<file path="src/logic/srt_pkg.sv">
// Purpose: shared constants and types for the converter sequencer and readout
// Assumes: 40 MHz system clock, all times kept in ns and turned into cycles here
// Notes: least times round up, longest times round down, never below one cycle
package srt_pkg;
   localparam int CLK_NS = 25;

   function automatic int cyc_up(input int ns);
      return ((ns + CLK_NS - 1) / CLK_NS < 1) ? 1 : (ns + CLK_NS - 1) / CLK_NS;
   endfunction

   function automatic int cyc_dn(input int ns);
      return (ns / CLK_NS < 1) ? 1 : ns / CLK_NS;
   endfunction

   localparam int WORD_W = 16;
   localparam logic [15:0] SAR_START = 16'h8000;
   localparam int SYNC_LAT = 2;

   localparam int BUSY_MAX_NS = 1250;
   localparam int BUSY_MAX_CYC = cyc_dn(BUSY_MAX_NS);
   localparam int DATA_VALID_NS = 1250;
   localparam int DATA_VALID_CYC = cyc_dn(DATA_VALID_NS);
   localparam int EOC_BUSY_NS = 10;
   localparam int EOC_BUSY_CYC = cyc_up(EOC_BUSY_NS);
   localparam int DV_BUSY_NS = 45;
   localparam int DV_BUSY_CYC = cyc_up(DV_BUSY_NS);
   localparam int HOLD_CYC = (DV_BUSY_CYC > EOC_BUSY_CYC) ? DV_BUSY_CYC : EOC_BUSY_CYC;
   localparam int FS_DURING_NS = 525;
   localparam int FS_DURING_CYC = FS_DURING_NS / CLK_NS;
   localparam int FS_K = FS_DURING_CYC - SYNC_LAT;
   localparam int LEAD_NS = 17;
   localparam int LEAD_CYC = cyc_up(LEAD_NS);

   localparam int SCK_TYP_NS [4] = '{40, 70, 140, 280};
   localparam int SCK_MIN_NS [4] = '{25, 50, 100, 200};
   localparam int SCK_HI_NS [4] = '{12, 22, 50, 100};
   localparam int TRAIL_NS [4] = '{3, 60, 140, 300};
   localparam int SER_BUSY_NS [4] = '{2000, 2500, 3500, 5750};

   function automatic int hi_cyc(input logic [1:0] s);
      return cyc_up(SCK_HI_NS[s]);
   endfunction

   function automatic int per_cyc(input logic [1:0] s);
      return (cyc_up(SCK_TYP_NS[s]) > cyc_up(SCK_MIN_NS[s])) ? cyc_up(SCK_TYP_NS[s]) : cyc_up(SCK_MIN_NS[s]);
   endfunction

   function automatic int trail_cyc(input logic [1:0] s);
      return cyc_up(TRAIL_NS[s]);
   endfunction

   function automatic int ser_busy_cyc(input logic [1:0] s);
      return cyc_dn(SER_BUSY_NS[s]);
   endfunction

   // positions inside the pin synchroniser vector
   localparam int SY_CNV = 0;
   localparam int SY_CS = 1;
   localparam int SY_IFS = 2;
   localparam int SY_SLV = 3;
   localparam int SY_DUR = 4;
   localparam int SY_DIV = 5;
   localparam int SY_HCK = 7;
   localparam int SY_CHN = 8;
   localparam int SY_W = 9;
   localparam logic [8:0] SY_RST = 9'h003;

   typedef enum logic [2:0] {
      C_IDLE = 3'b000,
      C_CONV = 3'b001,
      C_PUSH = 3'b010,
      C_HOLD = 3'b011,
      C_SERW = 3'b100,
      C_DROP = 3'b101
   } srt_conv_t;

   typedef enum logic [2:0] {
      S_IDLE = 3'b000,
      S_LEAD = 3'b001,
      S_HI = 3'b010,
      S_LO = 3'b011,
      S_TRAIL = 3'b100
   } srt_ser_t;
endpackage

</file>
<file path="src/logic/srt_adc_ctrl.sv">
// Purpose: conversion sequencer and result readout of a 16-bit SAR converter
// Assumes: 40 MHz clk_sys; every pin but rst_b and cmp_keep passes a two-stage synchroniser first
// Notes: pin-to-pin times below one cycle cannot be met; see the timing limits
`timescale 1ns/1ps
module srt_adc_ctrl
(
   // clock and reset
   input wire logic clk_sys,
   input wire logic rst_b,
   // conversion control
   input wire logic convert_strobe_n,
   output logic busy,
   // converter core
   output logic [srt_pkg::WORD_W-1:0] sar_trial,
   input wire logic cmp_keep,
   // interface configuration
   input wire logic interface_select,
   input wire logic slave_mode,
   input wire logic read_during_conv,
   input wire logic [1:0] serial_clock_divider,
   input wire logic cs_n,
   // parallel port
   output logic [srt_pkg::WORD_W-1:0] par_data_o,
   output logic par_data_oe,
   // serial port
   input wire logic host_sclk,
   input wire logic serial_chain_in,
   output logic serial_result_out,
   output logic serial_result_oe,
   output logic frame_sync_o,
   output logic serial_clk_o,
   output logic master_oe
);
   import srt_pkg::*;

   typedef struct packed {
      logic [SY_W-1:0] sy_m;
      logic [SY_W-1:0] sy_s;
      logic cnv_d;
      logic hck_d;
      srt_conv_t cst;
      logic [3:0] bitn;
      logic [WORD_W-1:0] sar;
      logic [3:0] tmr;
      logic busy;
      logic [4:0] scnt;
      srt_ser_t sst;
      logic [3:0] ph;
      logic [3:0] sbits;
      logic [WORD_W-1:0] sh;
      logic sdo;
      logic sync_o;
      logic sclk_o;
      logic ser_oe;
      logic mst_oe;
      logic [WORD_W-1:0] par;
      logic par_oe;
   } srt_ctrl_st_t;

   localparam srt_ctrl_st_t RST_ST = '{sy_m: SY_RST, sy_s: SY_RST, cnv_d: 1'b1,
      cst: C_IDLE, sst: S_IDLE, default: '0};
   localparam int DV_WIN = DATA_VALID_CYC - 3;

   srt_ctrl_st_t q;
   srt_ctrl_st_t next_q;
   logic ser;
   logic slv;
   logic dur;
   logic cs_act;
   logic cnv_fall;
   logic hck_fall;
   logic ser_end;
   logic go;
   logic [1:0] sel;
   logic [3:0] hi_n;
   logic [3:0] lo_n;
   logic [3:0] tr_n;
   logic buf_iv;
   logic buf_ir;
   logic buf_ov;
   logic buf_or;
   logic [WORD_W-1:0] buf_od;

   // decoded, already synchronised configuration
   assign ser = q.sy_s[SY_IFS];
   assign slv = q.sy_s[SY_SLV];
   assign dur = q.sy_s[SY_DUR];
   assign cs_act = ~q.sy_s[SY_CS];
   assign cnv_fall = q.cnv_d & ~q.sy_s[SY_CNV];
   assign hck_fall = q.hck_d & ~q.sy_s[SY_HCK];
   // read during conversion always runs at the fastest clock setting
   assign sel = dur ? 2'b00 : q.sy_s[SY_DIV +: 2];
   assign hi_n = 4'(hi_cyc(sel));
   assign lo_n = 4'(per_cyc(sel) - hi_cyc(sel));
   assign tr_n = 4'(trail_cyc(sel));
   assign ser_end = (q.sst == S_TRAIL) && (q.ph == 4'h0);
   assign go = ser & cs_act & buf_ov & (q.sst == S_IDLE) &
      (slv | ~dur | (q.scnt == 5'(FS_K)));
   assign buf_iv = q.cst == C_PUSH;
   // parallel readout drains at once; serial readout pops only on a new frame
   assign buf_or = ser ? go : 1'b1;

   srt_buf #(.W(WORD_W)) u_buf
   (
      .clk_sys(clk_sys),
      .rst_b(rst_b),
      .in_valid(buf_iv),
      .in_ready(buf_ir),
      .in_data(q.sar),
      .out_valid(buf_ov),
      .out_ready(buf_or),
      .out_data(buf_od)
   );

   always_comb
   begin
      next_q = q;
      next_q.sy_m = {serial_chain_in, host_sclk, serial_clock_divider, read_during_conv,
         slave_mode, interface_select, cs_n, convert_strobe_n};
      next_q.sy_s = q.sy_m;
      next_q.cnv_d = q.sy_s[SY_CNV];
      next_q.hck_d = q.sy_s[SY_HCK];

      // conversion sequencer; strobes while busy are ignored
      case (q.cst)
         C_IDLE:
            if (cnv_fall)
            begin
               next_q.busy = 1'b1;
               next_q.sar = SAR_START;
               next_q.bitn = 4'hF;
               next_q.cst = C_CONV;
            end
         C_CONV:
         begin
            next_q.tmr = 4'h0;
            if (!cmp_keep)
               next_q.sar[q.bitn] = 1'b0;
            if (q.bitn == 4'h0)
               next_q.cst = C_PUSH;
            else
            begin
               next_q.sar[q.bitn - 4'h1] = 1'b1;
               next_q.bitn = q.bitn - 4'h1;
            end
         end
         C_PUSH:
         begin
            // a full buffer stalls the word here; busy still falls in time and new strobes are ignored until idle
            next_q.tmr = buf_ir ? 4'h0 : q.tmr + 4'h1;
            next_q.busy = q.busy & (buf_ir | (q.tmr != 4'(HOLD_CYC)));
            if (buf_ir)
               next_q.cst = (ser & ~slv & ~dur & q.busy) ? C_SERW : C_HOLD;
         end
         C_HOLD:
         begin
            next_q.tmr = q.tmr + 4'h1;
            if (q.tmr == 4'(HOLD_CYC))
            begin
               next_q.busy = 1'b0;
               next_q.cst = C_IDLE;
            end
         end
         C_SERW:
            if (ser_end || !ser || !cs_act)
               next_q.cst = C_DROP;
         C_DROP:
         begin
            next_q.busy = 1'b0;
            next_q.cst = C_IDLE;
         end
         default:
         begin
            next_q.busy = 1'b0;
            next_q.cst = C_IDLE;
         end
      endcase

      // strobe-to-marker delay for read during conversion
      if (cnv_fall && q.cst == C_IDLE)
         next_q.scnt = 5'h01;
      else if (q.scnt != 5'h00 && q.scnt != 5'(FS_K))
         next_q.scnt = q.scnt + 5'h01;
      else
         next_q.scnt = 5'h00;

      // parallel port
      next_q.par_oe = ~ser & cs_act;
      if (!ser && buf_ov)
         next_q.par = buf_od;

      // serial port; enables follow chip select
      next_q.ser_oe = ser & cs_act;
      next_q.mst_oe = ser & cs_act & ~slv;
      if (!ser || !cs_act)
      begin
         next_q.sst = S_IDLE;
         next_q.sync_o = 1'b0;
         next_q.sclk_o = 1'b0;
      end
      else
      begin
         case (q.sst)
            S_IDLE:
               if (go)
               begin
                  next_q.sh = buf_od;
                  next_q.sdo = buf_od[WORD_W-1];
                  next_q.sbits = 4'hF;
                  next_q.sync_o = ~slv;
                  next_q.ph = 4'(LEAD_CYC - 1);
                  next_q.sst = slv ? S_HI : S_LEAD;
               end
            S_LEAD:
               if (q.ph == 4'h0)
               begin
                  next_q.sclk_o = 1'b1;
                  next_q.ph = hi_n - 4'h1;
                  next_q.sst = S_HI;
               end
               else
                  next_q.ph = q.ph - 4'h1;
            S_HI:
               if (slv)
               begin
                  // slave keeps shifting chained data while selected
                  if (hck_fall)
                  begin
                     next_q.sh = {q.sh[WORD_W-2:0], q.sy_s[SY_CHN]};
                     next_q.sdo = q.sh[WORD_W-2];
                  end
               end
               else if (q.ph != 4'h0)
                  next_q.ph = q.ph - 4'h1;
               else
               begin
                  next_q.sclk_o = 1'b0;
                  if (q.sbits == 4'h0)
                  begin
                     next_q.ph = tr_n - 4'h1;
                     next_q.sst = S_TRAIL;
                  end
                  else
                  begin
                     next_q.sh = {q.sh[WORD_W-2:0], 1'b0};
                     next_q.sdo = q.sh[WORD_W-2];
                     next_q.sbits = q.sbits - 4'h1;
                     next_q.ph = lo_n - 4'h1;
                     next_q.sst = S_LO;
                  end
               end
            S_LO:
               if (q.ph == 4'h0)
               begin
                  next_q.sclk_o = 1'b1;
                  next_q.ph = hi_n - 4'h1;
                  next_q.sst = S_HI;
               end
               else
                  next_q.ph = q.ph - 4'h1;
            S_TRAIL:
               if (q.ph == 4'h0)
               begin
                  next_q.sync_o = 1'b0;
                  next_q.sst = S_IDLE;
               end
               else
                  next_q.ph = q.ph - 4'h1;
            default:
               next_q.sst = S_IDLE;
         endcase
      end
   end

   // reset aborts any conversion or frame
   always_ff @(posedge clk_sys or negedge rst_b)
   begin
      if (!rst_b)
         q <= RST_ST;
      else
         q <= next_q;
   end

   assign busy = q.busy;
   assign sar_trial = q.sar;
   assign par_data_o = q.par;
   assign par_data_oe = q.par_oe;
   assign serial_result_out = q.sdo;
   assign serial_result_oe = q.ser_oe;
   assign frame_sync_o = q.sync_o;
   assign serial_clk_o = q.sclk_o;
   assign master_oe = q.mst_oe;

   // helper counters read only by the checks below
   logic [7:0] bcnt;
   logic [3:0] hcnt;
   always_ff @(posedge clk_sys or negedge rst_b)
   begin
      if (!rst_b)
      begin
         bcnt <= 8'h00;
         hcnt <= 4'h0;
      end
      else
      begin
         bcnt <= !q.busy ? 8'h00 : ((bcnt == 8'hFF) ? bcnt : bcnt + 8'h01);
         hcnt <= q.sclk_o ? hcnt + 4'h1 : 4'h0;
      end
   end

   chk_busy_short: assert property (@(posedge clk_sys) disable iff (!rst_b)
      q.busy && !(ser && !slv && !dur) |-> bcnt < 8'(BUSY_MAX_CYC))
      else $error("busy high too long");
   chk_busy_after_eoc: assert property (@(posedge clk_sys) disable iff (!rst_b)
      $fell(q.busy) |-> $past(q.cst, 1) != C_CONV && $past(q.cst, 2) != C_CONV)
      else $error("busy fell too soon after conversion");
   chk_par_valid_time: assert property (@(posedge clk_sys) disable iff (!rst_b)
      $rose(q.busy) && !ser |-> ##[1:DV_WIN] (q.cst == C_HOLD))
      else $error("parallel result late");
   chk_par_before_busy: assert property (@(posedge clk_sys) disable iff (!rst_b)
      $fell(q.busy) && !ser |-> $past(q.cst, 4) == C_PUSH && $stable(q.par))
      else $error("result not settled before busy fell");
   chk_sync_during: assert property (@(posedge clk_sys) disable iff (!rst_b)
      $rose(q.sync_o) && dur |-> $past(q.scnt) == 5'(FS_K))
      else $error("frame marker off its strobe delay");
   chk_sclk_high: assert property (@(posedge clk_sys) disable iff (!rst_b)
      $fell(q.sclk_o) && q.sync_o |-> hcnt == hi_n)
      else $error("serial clock high phase wrong");
   chk_ser_busy: assert property (@(posedge clk_sys) disable iff (!rst_b)
      q.busy && ser && !slv && !dur |-> bcnt < 8'(ser_busy_cyc(sel)))
      else $error("busy too long in read after conversion");
   chk_first_edge: assert property (@(posedge clk_sys) disable iff (!rst_b)
      $rose(q.sync_o) |-> !q.sclk_o ##1 (q.sclk_o || !q.sync_o))
      else $error("first serial clock edge misplaced");
   chk_trail_hold: assert property (@(posedge clk_sys) disable iff (!rst_b)
      $fell(q.sync_o) && cs_act && ser |-> !$past(q.sclk_o) && $past(q.sst) == S_TRAIL)
      else $error("frame marker dropped early");
   chk_busy_after_sync: assert property (@(posedge clk_sys) disable iff (!rst_b)
      $fell(q.sync_o) && q.cst == C_DROP |=> $fell(q.busy))
      else $error("busy did not follow marker");
   chk_oe_cs: assert property (@(posedge clk_sys) disable iff (!rst_b)
      !cs_act |=> !q.ser_oe && !q.mst_oe && !q.sync_o)
      else $error("serial outputs driven while deselected");
   chk_oe_master: assert property (@(posedge clk_sys) disable iff (!rst_b)
      cs_act && ser && !slv |=> q.mst_oe && q.ser_oe)
      else $error("master outputs not driven");
   chk_slave_shift: assert property (@(posedge clk_sys) disable iff (!rst_b)
      ser && cs_act && slv && hck_fall && q.sst == S_HI |=> q.sdo == $past(q.sh[WORD_W-2]))
      else $error("slave data did not advance");
endmodule // srt_adc_ctrl

</file>
<file path="src/logic/srt_buf.sv">
// Purpose: two-entry result buffer between converter and readout
// Assumes: single clock, valid/ready on both sides
// Notes: a full buffer holds in_ready low so the converter waits
`timescale 1ns/1ps
module srt_buf
#(
   parameter int W = 16
)
(
   // clock and reset
   input wire logic clk_sys,
   input wire logic rst_b,
   // filling side
   input wire logic in_valid,
   output logic in_ready,
   input wire logic [W-1:0] in_data,
   // draining side
   output logic out_valid,
   input wire logic out_ready,
   output logic [W-1:0] out_data
);
   typedef struct packed {
      logic [1:0][W-1:0] mem;
      logic wp;
      logic rp;
      logic [1:0] cnt;
   } srt_buf_st_t;

   srt_buf_st_t q;
   srt_buf_st_t n;
   logic push;
   logic pop;

   assign in_ready = q.cnt != 2'h2;
   assign out_valid = q.cnt != 2'h0;
   assign out_data = q.mem[q.rp];
   assign push = in_valid & in_ready;
   assign pop = out_valid & out_ready;

   always_comb
   begin
      n = q;
      if (push)
      begin
         n.mem[q.wp] = in_data;
         n.wp = ~q.wp;
      end
      if (pop)
         n.rp = ~q.rp;
      n.cnt = q.cnt + {1'b0, push} - {1'b0, pop};
   end

   always_ff @(posedge clk_sys or negedge rst_b)
   begin
      if (!rst_b)
         q <= '0;
      else
         q <= n;
   end
endmodule // srt_buf

</file>
<file path="config.mk">
export PLATFORM = sky130hd
export DESIGN_NAME = srt_adc_ctrl
export DESIGN_NICKNAME = d
export VERILOG_FILES = /design/src/logic/srt_pkg.sv /design/src/logic/srt_adc_ctrl.sv /design/src/logic/srt_buf.sv
export SDC_FILE = /design/constraint.sdc
export NUM_CORES = 1
export LEC_CHECK = 0
export ABC_AREA = 1
export BUFFER_PORTS_ARGS = -buffer_cell sky130_fd_sc_hd__buf_4
export CAP_MARGIN = 40
export CORE_MARGIN = 2
export CORE_UTILIZATION = 35
export CTS_CLUSTER_SIZE = 8
export DETAILED_ROUTE_END_ITERATION = 12
export GPL_ROUTABILITY_DRIVEN = 0
export PLACE_DENSITY = 0.59
export SKIP_LAST_GASP = 1
export SLEW_MARGIN = 10
export SYNTH_ARGS = -nofsm -noshare
export SYNTH_HDL_FRONTEND = slang
export SYNTH_SLANG_ARGS = --single-unit
export TNS_END_PERCENT = 50
</file>
<file path="constraint.sdc">
create_clock -name clk_sys -period 2.61 [get_ports clk_sys]
set_clock_uncertainty 0.1 [all_clocks]
set_input_delay 0 -clock clk_sys [delete_from_list [all_inputs] [get_ports clk_sys]]
set_output_delay 0 -clock clk_sys [all_outputs]
set_load 0.005 [all_outputs]
</file>
Yosys cells after proc, flatten, opt, wreduce, memory -nomap -nowiden

Cells that the tools add are included.

Register bits: 137
Latch bits: 0
RAM bits: 0
Memory bits (read-only): 0
Input port bits: 12
Output and inout port bits: 39
Logic and storage cells: 233
Memories: 0

Add/subtract/negate cells: 19
Multiply operators: 0
Divide/modulo/power cells: 4
$lt $le $gt $ge: 13
Equality and inequality tests: 32
Shift-type cells: 0
Muxes and demuxes: 71
Bitwise gates (word level): 31
Reductions and logical operators: 37

Operators with widths:

| kind                                                | count |
|---|---|
| 2-to-1 mux 32 bit                                   | 10 |
| binary-select mux 32 bit (select 2 bit)             | 4 |
| adder 32 x 6 -> 32 bit, second input constant       | 4 |
| divider 32 x 6 -> 32 bit, second input constant     | 4 |
| < comparator 32 x 2 -> 1 bit, second input constant | 4 |
| subtractor 32 x 2 -> 32 bit, second input constant  | 4 |
| 2-to-1 mux 16 bit                                   | 5 |
| 2-to-1 mux 21 bit                                   | 2 |
| case mux 21 bit (2 select lines)                    | 1 |
| case mux 20 bit (2 select lines)                    | 1 |
| 2-to-1 mux 17 bit                                   | 2 |
| bitwise mux 32 bit                                  | 1 |
| greater-than comparator 32 bit                      | 1 |
| 2-to-1 mux 29 bit                                   | 1 |
| 2-to-1 mux 4 bit                                    | 7 |
| 2-to-1 mux 3 bit                                    | 9 |
| inequality test 2 bit, second input constant        | 12 |
| subtractor 4 x 1 -> 4 bit, second input constant    | 6 |
| 2-to-1 mux 23 bit                                   | 1 |
| 2-to-1 mux 20 bit                                   | 1 |
| AND 16 bit                                          | 1 |
| demux 16 bit (select 1 bit)                         | 1 |
| inverter 16 bit                                     | 1 |
| bitwise OR 16 bit                                   | 1 |
| 51 further kinds                                    | 123 |

Depth between registers and ports, before layout

Gate-level depths: netlist of run 1.

Word-level depth: 19
Mapped depth: 13
Mapped depth without buffers: 13

Hierarchy

A second synthesis of run 1 with hierarchy kept.

Cell total of the unflattened synthesis: 872
Area total of the unflattened synthesis: 7089.3 um2

Modules (own cells, without submodules):

| module       | instances | cells an instance | area each (um2) | seq. area each (um2) |
|---|---|---|---|---|
| srt_adc_ctrl | 1         | 650               | 5276.3          | 2533.7 |
| srt_buf      | 1         | 222               | 1813.0          | 900.9 |

Worst setup path after synthesis of run 1

No wires, ideal clock.

Path kind: register to register
Start point: register q[49] (netlist name)
End point: register u_buf.q[1] (netlist name)
Setup time: 123 ps
Arrival: 1661 ps
Data required time: 2387 ps
Path slack: 727 ps
Stages on the path, launching flop included: 12
Path buffers: 0
Clock period less this slack: 1883 ps
Path through: dfrtp_1 -> ha_1 -> nand2_1 -> inv_1 -> nand2_1 -> nand2_1 -> nand2_2 -> o21ai_0 -> ha_1 -> inv_1 -> ha_1 -> xnor2_1

RTL lines:

| what                   | RTL line            | source |
|---|---|---|
| from (decl)            | srt_adc_ctrl.sv:64  | `srt_ctrl_st_t q;` |
| from (signal assigned) | srt_adc_ctrl.sv:281 | `q <= next_q;` |
| to (signal assigned)   | srt_buf.sv:58       | `q <= n;` |
| to (decl)              | srt_buf.sv:29       | `srt_buf_st_t q;` |

Worst setup path after layout of run 1

Start point: register q[38] (netlist name)
End point: register q[31] (netlist name)

Word-level cells in the longest chain between the ends: 3

Ends and longest elaborated chain:

| what                            | RTL line            | source |
|---|---|---|
| logical NOT 4 bit               | srt_adc_ctrl.sv:238 | `if (q.sbits == 4'h0)` |
| inequality test 3 bit (no line) | --                  |  |
| AND reduction 6 bit (no line)   | --                  |  |

Every way passes these cells.
A chain may end at the register's enable or synchronous reset.

==> qor.csv, run 1 <==
metric,value,unit
core,0.0193,mm^2
max_freq,0.461,GHz
synth_edf_count,0,
pre_cts_slack,0.453,ns
drc,0,
grt_pass1_vias,5069,
ant_nets,0,
drv_slew,0,
finalHoldViolCount,0,
path_clk_slew,0.06,ns
vias,5180,
setup_slack,0.442,ns
io_buffers,50,
multiInputGateArea,0.00268,mm^2
syn-cell-area,0.00684,mm^2
syn2layout_area_growth,17.1,%
dieArea,0.0207,mm^2
fill_cells,1922,
ys_ff_latch,137,
synthFlopType,dfrtp_1,
synth_cell_type_count,34,
fin_util,41.5,%
cpPeakStageDelay,0.38,ns
netlist_instances,835,
grt_max_degree,65,
setup_viol,0,
power_density,1060,mW/mm^2
p_leak,4.05,nW
seq_area,0.00343,mm^2
die_x,144,um
critical-path-slowest-cell,dfrtp_1,
worst_pin_slew,0.616,ns
rows,51,
grt.total_usage,15.5,%
globalRouteOverflowTotal,0,
detail_route.wl_per_cell,12.7,um
dp_cells,1103,
cap_violations,0,
nNetsFinal,894,
cts_setup_buffers,0,
path_common_cell,nand2_1,
place_area,0.00727,mm^2
critPathMaxFanout,17,
num_antenna_cells,0,
fp.dieH,144,um
grt_pass1_wl,25.1,mm
htree_num_levels,4,
synth.avg_cell_area,8.20,um^2
period_needed,2.17,ns
post-route-period-util,83.1,%
fin_cells,1146,
ys_seq_area_share,50.2,%
cts-root-buf,clkbuf_16,
start_util,35.4,%
async_reset_ff_share,100,%
slew_headroom,59.0,%
rsz0062_at_grt,no,
irDropWorstVdd,0.506,mV
syn-num-nets,861,
stdcell_area,0.00802,mm^2
crit_type,flip-flop to flip-flop,
start_kind,flip-flop,
drive_gt1_share,15.0,%
first_pass_iters,5,
clk_latency,0.43,ns
worstPathRequired,2.87,ns
crit_chain,inv_1 > ha_1 > nand2_1 > nor2_1 > nand2_1 > nand2_1 > nand2_2 > nand3_4 > nand2_1 > nand2_1,
tns,0,ns
numCtsBuffers,17,
io_pins,51,
clockBufferDepth,2,
endpoint_kind,flip-flop,
ys.warnings.count,0,
status,completed,
drtIter0Drc,442,
hold_class,input port to asynchronous set/reset pin,
antenna_found_initial,0,
cp_data_arrival_time,2.43,ns
wirelength,14.6,mm
place_hpwl,9.93,mm
routed_via_density,4.52,
cts_tree,built,
clock-sinks,137,
[metrics by stage]
stage / hold WS [ns] / total power, mW
after detailed placement: -0.0588 / 6.00
after global routing: 0.0924 / 9.22
final: 0.0235 / 8.51
after global placement: -0.0530 / 5.95
after floorplan: -0.396 / 5.29
after CTS: 0.0552 / 8.61
[path summary, 6_finish.rpt]
path                            start         end  slack, ns  depth (start not counted)
setup / recovery                q[38]       q[31]       0.44                         10
hold / removal                  rst_b       q[80]       0.02                          2
setup reg to reg                q[38]       q[31]       0.44                         10
hold reg to reg            next_q[89]       q[89]       0.24                          0
max in group asynchronous       rst_b       q[85]       1.61                          3
min in group clk_sys        host_sclk  next_q[91]       0.12                          2
[flip-flops by register name, summed over array words and instances (netlist names), 11 cells and up]
name        count
q              50
u_buf.q        36
par_data_o     16
sar_trial      16
next_q         11
[cell usage in the layout (no fill, tap or decap), types with 4 or more instances in the layout]
master,netlist,routed
nand2_1,267,267
clkbuf_16,0,17
dfrtp_1,132,132
nand4_1,19,19
dfstp_2,5,5
xor2_1,6,6
nor2_1,48,48
nor2_2,5,5
xnor2_1,4,4
o21ai_1,16,16
dlygate4sd3_1,0,11
inv_1,91,91
inv_2,4,4
o21ai_0,67,67
buf_4,35,58
nand2_2,4,4
mux2_2,16,16
ha_1,14,14
nand3_1,45,45
a21oi_1,19,19
clkbuf_8,0,5
[cell type report]
cell class | count | share of cell area (%)
clock buffer | 22 | 6.17
clock inverter | 10 | 1.75
inverter | 95 | 4.45
multi-input combinational | 546 | 33.5
sequential | 137 | 42.9
tap | 265 | 4.14
timing repair buffer | 71 | 7.20
[logic make-up (layout without fill, tap and decap cells)]
group | Yosys count | count (layout) | synth area share, %
AND/OR/NAND/NOR | 397 | 397 | 24.4
adder cells (fa/ha/maj) | 14 | 14 | 2.56
buffers and inverters | 152 | 198 | 10.7
flip-flops | 137 | 137 | 50.2
AO/OA/AOI/OAI | 109 | 109 | 8.19
multiplexers | 16 | 16 | 2.63
XOR/XNOR | 10 | 10 | 1.28
[report_power, final]
part	switching (mW)	internal [mW]	total [mW]
Combinational	1.70	1.06	2.76
Clock	0.922	1.63	2.55
Sequential	0.421	2.78	3.20
Total	3.04	5.47	8.51
[cells in the mapped netlist (2+ instances only)]
| cell | number | area, um^2 |
|---|---|---|
| nand2_1 | 267 | 1000 |
| dfrtp_1 | 132 | 3300 |
| inv_1 | 91 | 342 |
| o21ai_0 | 67 | 335 |
| nor2_1 | 48 | 180 |
| nand3_1 | 45 | 225 |
| buf_4 | 35 | 263 |
| a21oi_1 | 19 | 95.1 |
| nand4_1 | 19 | 119 |
| mux2_2 | 16 | 180 |
| o21ai_1 | 16 | 80.1 |
| ha_1 | 14 | 175 |
| clkbuf_1 | 12 | 45.0 |
| buf_2 | 7 | 35.0 |
| xor2_1 | 6 | 52.6 |
| dfstp_2 | 5 | 131 |
| nor2_2 | 5 | 31.3 |
| inv_2 | 4 | 15.0 |
| nand2_2 | 4 | 25.0 |
| xnor2_1 | 4 | 35.0 |
| buf_6 | 3 | 33.8 |
| o211ai_1 | 3 | 22.5 |
| nor3_1 | 2 | 10.0 |
[critical path: cells and delay by family (launching register included)]
kind          cells  cell delay, ns
fa+ha+maj         1            0.20
buf+inv           1            0.08
flops             1            0.38
simple gates      8            1.33
[what timing repair did]
item,4_1_cts,5_1_grt
endpoints found under the hold margin,125,0
resized for setup,0,0
hold buffers,11,0
[metal layers]
metal	share of wire (%)	routed length [um]	vias up	track usage, %
li1	-	-	2677	-
met1	50	7330	2408	22.1
met2	45	6520	79	22.9
met3	3.8	547	16	4.40
met4	1.1	165	0	4.33
met5	0	0	-	0
No activity file was read; power rests on OpenSTA's default activity.
==> run 2: changes to the inputs <==
--- a/config.mk
+++ b/config.mk
@@ -13,7 +13,7 @@
 export CTS_CLUSTER_SIZE = 8
 export DETAILED_ROUTE_END_ITERATION = 12
 export GPL_ROUTABILITY_DRIVEN = 0
-export PLACE_DENSITY = 0.59
+export PLACE_DENSITY = 0.61
 export SKIP_LAST_GASP = 1
 export SLEW_MARGIN = 10
 export SYNTH_ARGS = -nofsm -noshare
==> constraint.sdc (replaced) <==
create_clock -name clk_sys -period 1.87 [get_ports clk_sys]
set_clock_uncertainty 0.1 [all_clocks]
set_input_delay 0 -clock clk_sys [delete_from_list [all_inputs] [get_ports clk_sys]]
set_output_delay 0 -clock clk_sys [all_outputs]
set_load 0.005 [all_outputs]
==> run 2 against run 1 <==
Non-clock buffer count increased by 30. Sequential power increased by 40%. Routed wire length increased by 0.45%. Clock power increased by 23%. Final cell count increased by 2.6%. First-iteration DRC count increased by 2.0%. Largest power group unchanged. Critical endpoint is now u_buf.q[1]. Total power increased by 39%. Fmax increased by 22%. Final area increased by 2.9%.
==> qor.csv, run 2 (synthesis gave the netlist of run 1 again) <==
metric,value,unit
routed_via_density,4.53,
layout_commonest_cell,nand2_1,
setup_viol,0,
worstPathRequired,2.08,ns
crit_type,flip-flop to flip-flop,
rows,51,
crit_start,q[49],
top_register,q,
irDropWorstVdd,0.718,mV
cts_setup_buffers,0,
p_leak,4.17,nW
drc,0,
num_antenna_cells,0,
slew_headroom,69.0,%
post-route-period-util,94.9,%
htree_num_levels,4,
syn2layout_area_growth,20.5,%
dieArea,0.0207,mm^2
r2r-end,u_buf.q[1],
antenna_found_initial,0,
vias,5329,
setup_slack,0.0963,ns
pre_cts_slack,0.0468,ns
crit_end,u_buf.q[1],
power,11.8,mW
reg.largest.list,"q: 50 flops, u_buf.q: 36 flops",
nNetsFinal,924,
cap_violations,0,
fill_cells,1880,
drive_gt1_share,19.0,%
endpoint_kind,flip-flop,
io_pins,51,
clock-sinks,137,
clkPwrFrac,26.5,%
p_int,7.49,mW
switching_share,36.5,%
place_hpwl,10.3,mm
p_sw,4.31,mW
path_clk_slew,0.06,ns
max_freq,0.564,GHz
multiInputGateArea,0.00271,mm^2
detail_route.wl_per_cell,12.4,um
fp.dieH,144,um
hold_class,input port to asynchronous set/reset pin,
fin_util,42.7,%
ant_nets,0,
wirelength,14.6,mm
drv_slew,0,
r2r_start,q[49],
rr_worst_depth,11,
worst_pin_slew,0.460,ns
die_x,144,um
clk_latency,0.42,ns
grt_pass1_vias,5010,
seq_area,0.00343,mm^2
grt_max_degree,63,
cts_tree,built,
start_util,35.4,%
io_buffers,50,
first_pass_iters,4,
start_kind,flip-flop,
fin_cells,1176,
largest_reg_flops,50,
drtIter0Drc,451,
status,completed,
p_seq_share,37.9,%
numCtsBuffers,17,
finalHoldViolCount,0,
clockBufferDepth,2,
dp_cells,1132,
grt_pass1_wl,24.8,mm
cp_data_arrival_time,1.98,ns
most-common-layout-cells,"264 x nand2_1, 132 x dfrtp_1, 89 x inv_1",
rsz0062_at_grt,yes,
grt.total_usage,15.4,%
pwr-share-comb,35.6,%
core,0.0193,mm^2
globalRouteOverflowTotal,0,
cts-root-buf,clkbuf_16,
period_needed,1.77,ns
rrSetupSlack,0.1,ns
critPathMaxFanout,3,
power_density,1430,mW/mm^2
run 2: worst max-delay path, cell delays in order (launching register included):
cell and delay, ns:
dfrtp_1 0.40, ha_2 0.20, nand2_1 0.05, inv_1 0.04
nand2_1 0.07, nand2_1 0.06, nand2_2 0.07, o21ai_2 0.06
ha_1 0.27, inv_1 0.04, ha_1 0.18, xnor2_1 0.12
run 2: power groups by stage:
stage               clock network [mW]  logic (mW)  registers (mW)
floorplan                            0        3.03            4.35
global placement                     0        4.14            4.50
detailed placement                   0        4.18            4.51
CTS                               3.21        4.22            4.47
global route                      3.39        4.85            4.61
finish                            3.13        4.20            4.47
run 2: layout make-up:
type | instances | share of cell area, %
Clock buffer | 18 | 5.20
Inverter | 95 | 4.32
Tap cell | 265 | 4.02
Timing Repair Buffer | 101 | 10.5
Sequential cell | 137 | 41.6
Clock inverter | 14 | 1.50
Multi-Input combinational cell | 546 | 32.8
run 2: worst min path at each step:
stage / to / start / cells after the start
4_1_cts: next_q[84] / rst_b / 2
3_5_place_dp: q[55] / rst_b / 1
5_1_grt: next_q[84] / rst_b / 2
6_report: next_q[84] / rst_b / 2
2_1_floorplan: busy / rst_b / 0
3_3_place_gp: q[58] / rst_b / 1
run 2: through the flow:
stage	instance area (um^2)	TNS, ns	hold WS, ns
5_1_grt	8250	-0.0494	0.0152
4_1_cts	8220	0	0.0201
3_3_place_gp	7540	0	-0.182
2_1_floorplan	6840	0	-0.396
6_report	8250	0	0.0317
3_5_place_dp	7540	0	-0.182
run 2: routing by layer:
| metal | wire [um] | vias to the layer above | GRT usage (%) |
|---|---|---|---|
| met5 | 0 | - | 0 |
| met4 | 155 | 0 | 4.59 |
| met3 | 602 | 13 | 4.53 |
| met2 | 6780 | 72 | 23.5 |
| met1 | 7090 | 2488 | 21.3 |
| li1 | - | 2756 | - |
run 2: timing repair:
| item | CTS | global route |
|---|---|---|
| endpoints found under the setup margin | 0 | 40 |
| gates resized for setup | 0 | 13 |
| hold buffers | 12 | 0 |
| endpoints found under the hold margin | 146 | 0 |
==> run 3: changes to the inputs <==
--- a/config.mk
+++ b/config.mk
@@ -13,7 +13,6 @@
 export CTS_CLUSTER_SIZE = 8
 export DETAILED_ROUTE_END_ITERATION = 12
 export GPL_ROUTABILITY_DRIVEN = 0
-export PLACE_DENSITY = 0.61
 export SKIP_LAST_GASP = 1
 export SLEW_MARGIN = 10
 export SYNTH_ARGS = -nofsm -noshare
==> run 3 against run 2 <==
Final cell count up 0.34%. Sequential cell count unchanged. Hold slack better by 0.012 ns. Total power up 2.9%. Largest cell class unchanged.
==> qor.csv, run 3 (synthesis gave the netlist of run 1 again) <==
metric,value,unit
finalHoldViolCount,0,
largest_reg_flops,50,
crit_type,flip-flop to flip-flop,
power,12.1,mW
rsz0062_at_grt,yes,
worst_pin_slew,0.473,ns
rrSetupSlack,0.10,ns
r2r_start,q[42],
grt.total_usage,15.1,%
fin_cells,1180,
fin_util,43.0,%
place_hpwl,10.3,mm
p_leak,4.21,nW
cp_data_arrival_time,1.98,ns
io_buffers,50,
drtIter0Drc,336,
tns,0,ns
status,completed,
slew_headroom,68.1,%
syn2layout_area_growth,21.4,%
drive_gt1_share,19.3,%
wirelength,14.7,mm
clk_latency,0.42,ns
fill_cells,1939,
dp_cells,1132,
fp.dieH,144,um
fin_hold_ws,0.0441,ns
htree_num_levels,4,
irDropWorstVdd,0.752,mV
globalRouteOverflowTotal,0,
stdcell_area,0.00831,mm^2
path_buf_inv,1,
cts_tree,built,
reg.largest.list,"q: 50 flops, u_buf.q: 36 flops",
start_kind,flip-flop,
io_pins,51,
setup_slack,0.102,ns
start_util,35.4,%
dieArea,0.0207,mm^2
crit_start,q[42],
critPathMaxFanout,8,
hold_class,input port to asynchronous set/reset pin,
grt_pass1_wl,24.5,mm
place_area,0.00750,mm^2
drv_slew,0,
drc,0,
critical-path-slowest-cell,dfrtp_1,
crit_chain,inv_1 > ha_1 > nand2_2 > nand2_1 > nand2_2 > nand2_2 > nand3_2 > nand2_1 > nand2_1,
max_freq,0.566,GHz
first_pass_iters,6,
layout_commonest_cell,nand2_1,
rows,51,
clock-sinks,137,
nNetsFinal,928,
worstPathRequired,2.08,ns
path_delay_family,simple AND/OR/NAND/NOR gates,
vias,5376,
core,0.0193,mm^2
ant_nets,0,
cap_violations,0,
routed_via_density,4.56,
grt_max_degree,53,
power_density,1460,mW/mm^2
clockBufferDepth,2,
period_needed,1.77,ns
cpPeakStageDelay,0.40,ns
die_x,144,um
num_antenna_cells,0,
path_clk_slew,0.06,ns
post-route-period-util,94.6,%
numCtsBuffers,17,
antenna_found_initial,0,
most-common-layout-cells,"262 x nand2_1, 132 x dfrtp_1, 89 x inv_1",
pre_cts_slack,0.0272,ns
grt_pass1_vias,4991,
top_register,q,
detail_route.wl_per_cell,12.5,um
cts-root-buf,clkbuf_16,
endpoint_kind,flip-flop,
setup_viol,0,
run 3: cell count changes in the layout (fill, tap and decap cells not counted), sizes merged:
| cell | change |
|---|---|
| buf | +2 |
| clkbuf | +2 |
| dlygate4sd3 | +1 |
| nand3 | +1 |
| clkinvlp | -3 |
| bufinv | +2 |
| clkinv | -1 |
run 3: worst register-to-register path: cells and delay by family, from the launching register on:
family	cells	cell delay [ns]
adders and majority gates	1	0.23
buffers and inverters	1	0.09
and+or+nand+nor	7	0.83
DFF	1	0.40
run 3: final cells by class:
type	count	area (um^2)	area share (%)
sequential	137	3430	41.3
multi-input combinational	547	2720	32.7
timing repair buffer	104	847	10.2
clock buffer	20	457	5.49
inverter	95	357	4.29
tap	265	332	3.99
clock inverter	12	164	1.97
run 3: final timing paths:
check	endpoint	cells past startpoint
worst max-delay path	q[31]	9
worst min-delay path	next_q[83]	2
worst max register to register	q[31]	9
worst min register to register	q[89]	0
max in group asynchronous	u_buf.q[4]	4
min in group clk_sys	next_q[88]	2
run 3: layer usage:
| layer | track usage, % | vias to the layer above | wire length [um] |
|---|---|---|---|
| met4 | 4.28 | 0 | 193 |
| met1 | 21.0 | 2518 | 7180 |
| met3 | 3.73 | 19 | 557 |
| met5 | 0 | - | 0 |
| met2 | 23.3 | 81 | 6790 |
| li1 | - | 2758 | - |
run 3: power breakdown:
part | switching [mW] | internal, mW
clock | 1.33 | 2.19
sequential | 0.585 | 3.88
combinational | 2.42 | 1.74
total | 4.34 | 7.80
run 3: what timing repair did:
| action | CTS | global route |
|---|---|---|
| hold buffers | 12 | 0 |
| resized for setup | 0 | 15 |
| buffers inserted | 0 | 2 |
| setup endpoints to repair | 0 | 42 |
| hold endpoints to repair | 148 | 0 |
